## src/clk_buf_cfg_map.svh

```systemverilog
// Offsets, field positions and reset values of the clock and buffer registers
`ifndef CLK_BUF_CFG_MAP_SVH
`define CLK_BUF_CFG_MAP_SVH
`define CLK_STRAP_CONFIG_OFS 12'h048
`define UPSTREAM_BUF_THRESH_OFS 12'h04C
`define CLK_STRAP_CONFIG_RST 32'h00000100
`define UPSTREAM_BUF_THRESH_RST 32'h00000307
`define CS_SPEED_LSB 0
`define CS_SOURCE_BIT 3
`define CS_GATE_EN_BIT 4
`define CS_COMPAT_BIT 7
`define CS_PLL_BIT 8
`define UB_THRESH_LSB 0
`define UB_ALLOC_LSB 8
`define CLK_STRAP_WMASK 32'h0000019F
`define UPSTREAM_BUF_WMASK 32'h0000031F
`define THRESH_STEP_BYTES 11'h010
`define ALLOC_256_BYTES 11'h100
`define ALLOC_512_BYTES 11'h200
`define ALLOC_1024_BYTES 11'h400
`endif

```

## src/clk_buf_cfg_pkg.sv

```systemverilog
// Types shared by the clock and buffer configuration block
package clk_buf_cfg_pkg;
  typedef enum logic [1:0] {
    speed_25,
    speed_33,
    speed_50,
    speed_66
  } bus_speed_t;
endpackage

```

## src/bridge_clock_and_buffer_config.sv

```systemverilog
// Clock strap and upstream buffer threshold configuration registers
//
// Functional notes
// RQ1 - PLL select 1 gives 400 MHz with 50/50 clock, 0 gives 200 MHz 33/66.
// RQ2 - Software should leave PLL select at its reset value of one.
// RQ3 - Compatibility bit 7 set enters legacy mode; resets to zero.
// RQ4 - Gate enable stops four secondary clocks only in D3hot at 33 MHz.
// RQ5 - Gating enabled updates power management bus-clock and B2/B3 bits.
// RQ6 - Gate enable is ignored when the secondary bus exceeds 33 MHz.
// RQ7 - Source select zero: secondary clock 33 or 66 MHz from the strap pin.
// RQ8 - Source select one: secondary clock speed from the speed field.
// RQ9 - Speed bits: 00=25, 01=33, 10=50, 11=66 MHz; top bit ignored.
// RQ10 - Completion space per read is min of request length and limit.
// RQ11 - Allocation field: 11=1024, 10=512, 01 and 00=256 bytes.
// RQ12 - Posted data forwards once buffered length reaches the threshold.
// RQ13 - Threshold codes step 16 bytes: code zero 16, reset code seven 128.
// RQ14 - Other buffer events may also trigger forwarding before the threshold.
// RQ15 - Reserved bits read zero and ignore writes.
`timescale 1ns/1ps
`include "clk_buf_cfg_map.svh"

module bridge_clock_and_buffer_config #(
  parameter int ADDR_W = 12,
  parameter int LEN_W = 11
) (
  // Clock and reset
  input wire logic sys_clk_in,
  input wire logic rst_in,
  // Configuration space access
  input wire logic cfg_wr_in,
  input wire logic cfg_rd_in,
  input wire logic [ADDR_W-1:0] cfg_addr_in,
  input wire logic [3:0] cfg_be_in,
  input wire logic [31:0] cfg_wdata_in,
  output logic [31:0] cfg_rdata_out,
  // Strap and power state
  input wire logic m66_enable_strap_in,
  input wire logic d3hot_in,
  // Clock controls
  output logic pll_400_out,
  output logic legacy_mode_out,
  output logic [1:0] secondary_speed_out,
  output logic [3:0] secondary_clock_gate_out,
  output logic bus_power_clock_ctrl_en_out,
  output logic b2_b3_support_out,
  // Upstream buffers
  input wire logic [LEN_W-1:0] read_req_len_in,
  output logic [LEN_W-1:0] completion_alloc_out,
  input wire logic [LEN_W-1:0] posted_fill_in,
  input wire logic posted_other_event_in,
  output logic posted_forward_out
);

  ////////////////////////////////////////////////////////////////////////////
  logic [31:0] clock_strap_config;
  logic [31:0] upstream_buffer_thresholds;
  logic m66_meta;
  logic m66_sync;
  logic d3_meta;
  logic d3_sync;
  logic [31:0] byte_mask;
  clk_buf_cfg_pkg::bus_speed_t speed;
  logic slow_bus;
  logic [LEN_W-1:0] alloc_limit;
  logic [LEN_W-1:0] threshold_bytes;

  always_comb
  begin
    for (int i = 0; i < 4; i++)
    begin
      byte_mask[8*i +: 8] = {8{cfg_be_in[i]}};
    end
  end

  // Strap and power state come from outside this clock
  always_ff @(posedge sys_clk_in or posedge rst_in)
  begin
    if (rst_in)
    begin
      m66_meta <= 1'b0;
      m66_sync <= 1'b0;
      d3_meta <= 1'b0;
      d3_sync <= 1'b0;
    end
    else
    begin
      m66_meta <= m66_enable_strap_in;
      m66_sync <= m66_meta;
      d3_meta <= d3hot_in;
      d3_sync <= d3_meta;
    end
  end

  ////////////////////////////////////////////////////////////////////////////
  // Write masks keep reserved bits at zero
  always_ff @(posedge sys_clk_in or posedge rst_in)
  begin
    if (rst_in)
    begin
      clock_strap_config <= `CLK_STRAP_CONFIG_RST;
    end
    else if (cfg_wr_in && cfg_addr_in == `CLK_STRAP_CONFIG_OFS)
    begin
      clock_strap_config <= (clock_strap_config & ~byte_mask) |
        (cfg_wdata_in & byte_mask & `CLK_STRAP_WMASK); // RQ15
    end
  end

  always_ff @(posedge sys_clk_in or posedge rst_in)
  begin
    if (rst_in)
    begin
      upstream_buffer_thresholds <= `UPSTREAM_BUF_THRESH_RST;
    end
    else if (cfg_wr_in && cfg_addr_in == `UPSTREAM_BUF_THRESH_OFS)
    begin
      upstream_buffer_thresholds <= (upstream_buffer_thresholds & ~byte_mask)
        | (cfg_wdata_in & byte_mask & `UPSTREAM_BUF_WMASK); // RQ15
    end
  end

  // Unmapped offsets read zero
  always_ff @(posedge sys_clk_in or posedge rst_in)
  begin
    if (rst_in)
    begin
      cfg_rdata_out <= 32'h00000000;
    end
    else if (cfg_rd_in)
    begin
      case (cfg_addr_in)
        `CLK_STRAP_CONFIG_OFS: cfg_rdata_out <= clock_strap_config;
        `UPSTREAM_BUF_THRESH_OFS: cfg_rdata_out <= upstream_buffer_thresholds;
        default: cfg_rdata_out <= 32'h00000000;
      endcase
    end
  end

  ////////////////////////////////////////////////////////////////////////////
  // Clock speed selection and gating
  always_comb
  begin
    if (clock_strap_config[`CS_SOURCE_BIT])
    begin
      speed = clk_buf_cfg_pkg::bus_speed_t'(
        clock_strap_config[`CS_SPEED_LSB +: 2]); // RQ8 RQ9
    end
    else if (m66_sync)
    begin
      speed = clk_buf_cfg_pkg::speed_66; // RQ7
    end
    else
    begin
      speed = clk_buf_cfg_pkg::speed_33; // RQ7
    end
  end

  // 25 MHz counts as a 33 MHz-class rate, not faster
  assign slow_bus = speed == clk_buf_cfg_pkg::speed_25 ||
    speed == clk_buf_cfg_pkg::speed_33; // RQ6

  always_ff @(posedge sys_clk_in or posedge rst_in)
  begin
    if (rst_in)
    begin
      pll_400_out <= 1'b1;
      legacy_mode_out <= 1'b0;
      secondary_speed_out <= 2'h0;
      secondary_clock_gate_out <= 4'h0;
      bus_power_clock_ctrl_en_out <= 1'b0;
      b2_b3_support_out <= 1'b0;
    end
    else
    begin
      pll_400_out <= clock_strap_config[`CS_PLL_BIT]; // RQ1
      legacy_mode_out <= clock_strap_config[`CS_COMPAT_BIT]; // RQ3
      secondary_speed_out <= speed;
      secondary_clock_gate_out <= {4{clock_strap_config[`CS_GATE_EN_BIT]
        && d3_sync && slow_bus}}; // RQ4 RQ6
      bus_power_clock_ctrl_en_out <= clock_strap_config[`CS_GATE_EN_BIT]
        && slow_bus; // RQ5
      b2_b3_support_out <= clock_strap_config[`CS_GATE_EN_BIT]
        && slow_bus; // RQ5
    end
  end

  ////////////////////////////////////////////////////////////////////////////
  // Completion allocation and posted threshold
  always_comb
  begin
    case (upstream_buffer_thresholds[`UB_ALLOC_LSB +: 2])
      2'h3: alloc_limit = LEN_W'(`ALLOC_1024_BYTES); // RQ11
      2'h2: alloc_limit = LEN_W'(`ALLOC_512_BYTES); // RQ11
      default: alloc_limit = LEN_W'(`ALLOC_256_BYTES); // RQ11
    endcase
  end

  assign threshold_bytes = LEN_W'(
    ({6'h00, upstream_buffer_thresholds[`UB_THRESH_LSB +: 5]} + 11'h001)
    * `THRESH_STEP_BYTES); // RQ13

  always_ff @(posedge sys_clk_in or posedge rst_in)
  begin
    if (rst_in)
    begin
      completion_alloc_out <= '0;
      posted_forward_out <= 1'b0;
    end
    else
    begin
      completion_alloc_out <= (read_req_len_in < alloc_limit) ?
        read_req_len_in : alloc_limit; // RQ10
      posted_forward_out <= (posted_fill_in >= threshold_bytes) ||
        posted_other_event_in; // RQ12 RQ14
    end
  end
endmodule // bridge_clock_and_buffer_config

```

## config.mk

```make
export PLATFORM = sky130hd
export DESIGN_NAME = bridge_clock_and_buffer_config
export DESIGN_NICKNAME = d
export VERILOG_FILES = /design/src/clk_buf_cfg_pkg.sv /design/src/bridge_clock_and_buffer_config.sv
export VERILOG_INCLUDE_DIRS = /design/src
export SDC_FILE = /design/constraint.sdc
export NUM_CORES = 1
export LEC_CHECK = 0
export BUFFER_PORTS_ARGS = -buffer_cell sky130_fd_sc_hd__clkbuf_2
export CAP_MARGIN = 10
export CORE_ASPECT_RATIO = 0.75
export CORE_MARGIN = 3
export CORE_UTILIZATION = 35
export DETAILED_ROUTE_END_ITERATION = 16
export HOLD_SLACK_MARGIN = 0.12
export MAX_ROUTING_LAYER = met4
export PLACE_DENSITY = 0.58
export SETUP_SLACK_MARGIN = 0.1
export SLEW_MARGIN = 20
export SYNTH_ARGS = -nofsm -noshare
export SYNTH_HDL_FRONTEND = slang
export SYNTH_SLANG_ARGS = --single-unit
```

## constraint.sdc

```tcl
create_clock -name sys_clk_in -period 5.7 [get_ports sys_clk_in]
set_input_delay 1.14 -clock sys_clk_in [delete_from_list [all_inputs] [get_ports sys_clk_in]]
set_output_delay 1.14 -clock sys_clk_in [all_outputs]
set_load 0.02 [all_outputs]
```

==> metrics.cfg, run 1 <==
[status]
run_status = completed

[timing]
min_period_ns = 3.23
timing.clock.skew_ns = 0.00527
finalSetupTns_ns = 0
slew_limit_headroom_pct = 34.1
max_freq_ghz = 0.309
slew_viol_final = 0
worstMarginPinSlew_ns = 0.988
final_hold_viol_count = 0
final_cycle_share_pct = 56.7
post-route-worst-setup-slack_ns = 2.47
setup_viol = 0
grt_setup_unrepaired = no

[drt]
routedWlPerCell_um = 15.0
num_vias = 3231
dr.pass1.iters = 4
drt.antenna.violating_nets = 0
via_per_inst = 4.65
post-route-drc-count = 0
violation_count_after_the_first_detailed_route_iteration = 102
drt_wl_total_um = 10400

[critical_path]
timing.reg2reg.setup_slack_ns = 3.54
timing.critical_path.from_type = input pin
slowest_stage = nand3_2
critical_path_arrival_ns = 3.52
critical_path_class = in -> reg
r2r-end = posted_forward_out
timing.critical_path.fanout_max = 39
max_stage_delay_ns = 0.87
required_ns = 5.99
number_of_buffer_and_inverter_stages_on_the_critical_path = 1
crit_cells = 5
crit_chain = clkbuf_2, nor4b_2, nand3_2, or3_1, and2_1
setup.worst_path.end_class = flip-flop
top_family_by_delay_on_critical_path = simple AND/OR/NAND/NOR gates
number_of_cell_instances_on_the_worst_register_to_register_path = 7

[cts]
cts_root_buf = clkbuf_16
cts_buffers = 17
cts_tree = yes
path_clk_slew_ns = 0.06
htree_num_levels = 4
post_cts_hold_buffer_count = 0
ctsLongestPathBuffers = 2
clk-insertion-delay-late_ns = 0.40
cts_setup_buffers = 0
clock_sink_count = 118
post_cts_gate_resize_count = 0

[yosys]
synth.avg_cell_area_um2 = 12.1
mappedNetlistArea_um2 = 4880
post_syn_instances = 403
synth.net_count = 489
post_synth_num_cell_types = 36
synth_warnings = 0
synth.ff_latch_count = 118
yosysSeqAreaShare_pct = 60.7

[worst_hold_path]
timing.hold.worst.start = m66_meta
min_path_type = reg -> reg
worst_hold_path.num_cells = 0
whs_endpoint = m66_sync

[pwr]
lkg_pwr_nw = 3.05
power.ir.vdd_worst_v = 0.000183
pwr_density_cell_nw_per_um2 = 322

[grt]
grt_pass1_vias = 3230
initial_antenna_violation_count = 0
grt_overflow = 0
grt_pass1_wl_um = 17100
grt_start_max_net_pins = 80
grt_util_all_layers_pct = 14.7

[layout]
layout_common_cells = dfrtp_1 (111), clkbuf_2 (106), nand2_1 (40), mux2_2 (40), inv_1 (37)
drive_gt1_share_pct = 37.6
layout.cells.most_common = dfrtp_1
areaGrowthSynthToFinish_pct = 25.9
multiInputGateArea_um2 = 1680
fillCellCount = 1234
finalNetCount = 597
insertedDiodeCount = 0
sequential_cell_area_um2 = 2960

[floorplan]
fp.dieH_um = 108
die_area_um2 = 15400
num_rows = 36
die-width_um = 142
core_area_um2 = 13300
floorplan.initialDensity_pct = 36.7
top_level_ports = 131

[placement]
post-place-ws_ns = 1.95
io_buffers = 106
gpl.final_weighted_congestion = 0.726
detailed_place_hpwl_um = 6840

[run]
max-cap-violations = 0

==> layout make-up <==
| cell class | instances | share of cell area (%) |
|---|---|---|
| clock buffer | 17 | 6.93 |
| clock inverter | 15 | 2.55 |
| tap | 171 | 3.49 |
| multi-input combinational | 227 | 27.4 |
| inverter | 38 | 2.36 |
| sequential | 118 | 48.2 |
| timing repair buffer | 109 | 9.01 |
==> cells by family after synthesis <==
family	synth area share [%]
buffers and inverters	4.87
multiplexers	10.8
AO/OA/AOI/OAI	5.77
adder cells (fa/ha/maj)	2.31
XOR/XNOR	0.539
flip-flops	60.7
AND/OR/NAND/NOR	15.0
==> synth_stat cells <==
cell type	instances	area [um2]
clkbuf_1	9	33.8
nand4b_1	2	17.5
xor2_1	1	8.76
nor2b_1	32	200
mux2_2	40	450
nand4_1	2	12.5
dfstp_2	7	184
buf_4	4	30.0
a2111oi_0	2	17.5
buf_2	4	20.0
nand2b_1	2	12.5
and2_1	25	156
and3b_1	1	8.76
o22ai_1	32	200
buf_1	3	11.3
a21o_1	1	7.51
and3_1	2	12.5
dfrtp_1	111	2780
xnor2_1	2	17.5
o2bb2ai_1	1	8.76
nand3_1	4	20.0
o31a_1	2	17.5
or3_1	1	6.26
mux2_1	6	67.6
nand2_1	40	150
a21oi_1	1	5.00
nor3_4	4	65.1
nor4b_2	2	30.0
mux2i_1	1	10.0
nor3_1	2	10.0
nor3_2	1	10.0
nor4_1	1	6.26
ha_1	9	113
inv_1	38	143
o21ai_0	5	25.0
nor2_1	3	11.3
==> routing by layer <==
metal | wire length (um) | share of wire [%] | up-vias | GRT usage (%)
met5 | 0 | 0 | - | -
li1 | - | - | 1572 | -
met4 | 155 | 1.5 | 0 | 4.88
met2 | 5010 | 48 | 51 | 21.8
met3 | 324 | 3.1 | 12 | 4.07
met1 | 4940 | 47 | 1596 | 19.5
==> worst max-delay path by stage <==
stage / start / to / slack (ns)
after detailed placement: cfg_addr_in[10] / clock_strap_config[13] / 1.95
after CTS: cfg_addr_in[10] / clock_strap_config[9] / 2.40
after global placement: cfg_addr_in[10] / clock_strap_config[14] / 2.04
after global routing: cfg_addr_in[10] / upstream_buffer_thresholds[18] / 2.20
after floorplan: rst_in / async pin / 1.44
final: cfg_addr_in[10] / clock_strap_config[9] / 2.47
==> power breakdown <==
group | switching, W | leakage [nW] | internal [W]
registers | 0.00000184 | 1.59 | 0.000845
clock network | 0.000397 | 0.283 | 0.000645
logic | 0.0000553 | 1.17 | 0.0000287
total | 0.000455 | 3.05 | 0.00152
==> worst register-to-register path, delay by kind of cell (launching register included) <==
kind                     cells  cell delay, ns
flip-flops                   1            0.56
XOR/XNOR                     1            0.16
AND/OR/NAND/NOR              1            0.11
adder cells (fa/ha/maj)      2            0.49
AO/OA/AOI/OAI                3            0.71
==> through the flow <==
step / instance area (um2) / hold slack [ns] / cells / power [W] / utilization, %
3_3_place_gp: 5560 / 0.333 / 663 / 0.000946 / 41.8
2_1_floorplan: 4880 / 0.331 / 403 / 0.000910 / -
5_1_grt: 6140 / 0.355 / 695 / 0.00206 / 46.2
3_5_place_dp: 5560 / 0.335 / 663 / 0.000949 / 41.8
6_report: 6140 / 0.348 / 695 / 0.00197 / 46.2
4_1_cts: 6140 / 0.348 / 695 / 0.00200 / 46.2
No activity file was read; power rests on OpenSTA's default activity.
==> inputs of run 2 (changes only) <==
--- a/config.mk
+++ b/config.mk
@@ -14,7 +14,7 @@
 export DETAILED_ROUTE_END_ITERATION = 16
 export HOLD_SLACK_MARGIN = 0.12
 export MAX_ROUTING_LAYER = met4
-export PLACE_DENSITY = 0.58
+export PLACE_DENSITY = 0.6
 export SETUP_SLACK_MARGIN = 0.1
 export SLEW_MARGIN = 20
 export SYNTH_ARGS = -nofsm -noshare
==> constraint.sdc (replaced) <==
create_clock -name sys_clk_in -period 2.6 [get_ports sys_clk_in]
set_input_delay 0.52 -clock sys_clk_in [delete_from_list [all_inputs] [get_ports sys_clk_in]]
set_output_delay 0.52 -clock sys_clk_in [all_outputs]
set_load 0.02 [all_outputs]
==> run 2 against run 1 <==
Against the previous run: total power increased by 130%; sequential cell count unchanged; via count is 1.4% higher; register-to-register slack worse by 3.1 ns.
==> metrics.cfg, run 2 (same netlist as run 1, synthesis figures left out) <==
[critical_path]
critical_path_arrival_ns = 2.41  ; -1.11 ns
timing.critical_path.from_type = flip-flop
required_ns = 2.86  ; -3.13 ns
critical_path_class = reg -> reg
timing.critical_path.fanout_max = 5  ; -87%
setup.worst_path.end_class = flip-flop

[layout]
drive_gt1_share_pct = 37.5  ; -0.048 points
finalNetCount = 604  ; +1.2%
areaGrowthSynthToFinish_pct = 28.9
layout_common_cells = dfrtp_1 (111), clkbuf_2 (106), nand2_1 (40), mux2_2 (40), inv_1 (37)
insertedDiodeCount = 0  ; unchanged
layout.cells.most_common = dfrtp_1

[placement]
detailed_place_hpwl_um = 7140  ; +4.3%
gpl.final_weighted_congestion = 0.765  ; +5.4%
io_buffers = 106  ; unchanged

[cts]
cts_setup_buffers = 0  ; unchanged
cts_buffers = 17  ; unchanged
htree_num_levels = 4  ; unchanged
clock_sink_count = 118  ; unchanged
path_clk_slew_ns = 0.05  ; about the same
cts_root_buf = clkbuf_16
clk-insertion-delay-late_ns = 0.40  ; about the same
ctsLongestPathBuffers = 2  ; unchanged
cts_tree = yes

[timing]
setup_viol = 0  ; unchanged
timing.clock.skew_ns = 0.00663  ; +0.00135 ns
grt_setup_unrepaired = no
worstMarginPinSlew_ns = 0.703  ; -0.285 ns
min_period_ns = 2.15
max_freq_ghz = 0.466
final_hold_viol_count = 0  ; unchanged
final_cycle_share_pct = 82.6
finalSetupTns_ns = 0  ; unchanged
slew_limit_headroom_pct = 53.1  ; +19 points
fin_worst_hold_slack_ns = 0.222  ; -0.126 ns
slew_viol_final = 0  ; unchanged

[pwr]
power.ir.vdd_worst_v = 0.000408  ; +120%
switchingPower_w = 0.000899  ; +98%
lkg_pwr_nw = 3.12  ; +2.4%
switching_share_pct = 19.7  ; -3.4 points
design_power_total_w = 0.00457  ; +130%
seq_power_share_pct = 40.7  ; -2.2 points
power.internal_w = 0.00367  ; +140%
pwr_density_cell_nw_per_um2 = 726  ; +130%
combinationalPowerShare_pct = 4.3  ; about the same
power_frac_clock_pct = 55.0  ; +2.2 points

[grt]
grt_start_max_net_pins = 76  ; -5.0%
initial_antenna_violation_count = 0  ; unchanged
grt_pass1_wl_um = 16700  ; -2.7%
grt_util_all_layers_pct = 14.2  ; -0.41 points
grt_pass1_vias = 3370  ; +4.3%
grt_overflow = 0  ; unchanged

[drt]
post-route-drc-count = 0  ; unchanged
num_vias = 3276  ; +1.4%
drt_wl_total_um = 10300  ; -1.1%
via_per_inst = 4.67  ; +0.52%
violation_count_after_the_first_detailed_route_iteration = 116  ; +14%
routedWlPerCell_um = 14.7  ; -2.0%
drt.antenna.violating_nets = 0  ; unchanged
dr.pass1.iters = 5  ; +1

[floorplan]
core_area_um2 = 13300  ; unchanged
die-width_um = 142  ; unchanged
fp.dieH_um = 108  ; unchanged
num_rows = 36  ; unchanged
top_level_ports = 131  ; unchanged
floorplan.initialDensity_pct = 36.7  ; unchanged
die_area_um2 = 15400  ; unchanged

[status]
run_status = completed

[worst_hold_path]
min_path_type = in -> reg

[run]
max-cap-violations = 0  ; unchanged

run 2: power by group through the flow:
| stage | Clock (W) | Combinational [W] | Sequential, W |
|---|---|---|---|
| floorplan | 0 | 0.0000904 | 0.00191 |
| global placement | 0 | 0.000195 | 0.00189 |
| detailed placement | 0 | 0.000199 | 0.00189 |
| CTS | 0.00257 | 0.000201 | 0.00186 |
| global route | 0.00265 | 0.000222 | 0.00186 |
| finish | 0.00251 | 0.000196 | 0.00186 |
run 2: worst max-delay path, stage by stage (launching register included):
cell and delay (ns):
dfstp_2 0.56, ha_1 0.19, nand3_1 0.10, xor2_1 0.15, ha_1 0.29, a21o_1 0.16
a2111oi_0 0.41, o21ai_0 0.15
run 2: area by class of cell:
type,instances,area (um2)
clock buffer,22,464
sequential,118,2960
clock inverter,9,174
tap,171,214
fill,1222,7000
multi-input combinational,227,1680
timing repair buffer,116,646
inverter,38,146
run 2: worst paths after layout:
path	startpoint	endpoint	slack [ns]	cells after the start
min in group asynchronous	rst_in	completion_alloc_out[9]	0.59	3
setup reg to reg	flip-flop	posted_forward_out	0.45	7
setup / recovery	flip-flop	posted_forward_out	0.45	7
max in group asynchronous	rst_in	cfg_rdata_out[12]	1.38	4
hold reg to reg	m66_meta	m66_sync	0.35	0
hold / removal	m66_enable_strap_in	m66_meta	0.22	1
run 2: metrics by stage:
step	utilization [%]	worst slack, ns	instance area (um2)	std cells
2_1_floorplan	-	0.644	4880	403
3_3_place_gp	42.4	0.305	5640	669
3_5_place_dp	42.4	0.307	5640	669
4_1_cts	47.3	0.438	6290	701
5_1_grt	47.3	0.232	6290	701
6_report	47.3	0.454	6290	701
run 2: repair_timing:
item	CTS	global route
resized for setup	0	0
endpoints found under the hold margin	5	0
hold buffers	1	0
setup endpoints to repair	0	0
run 2: per-layer routing:
metal	vias up	share of wire (%)	global-route usage (%)
li1	1587	-	-
met1	1608	46	17.9
met2	69	49	21.5
met3	12	4.3	4.33
met4	0	1.3	5.97
met5	-	0	-
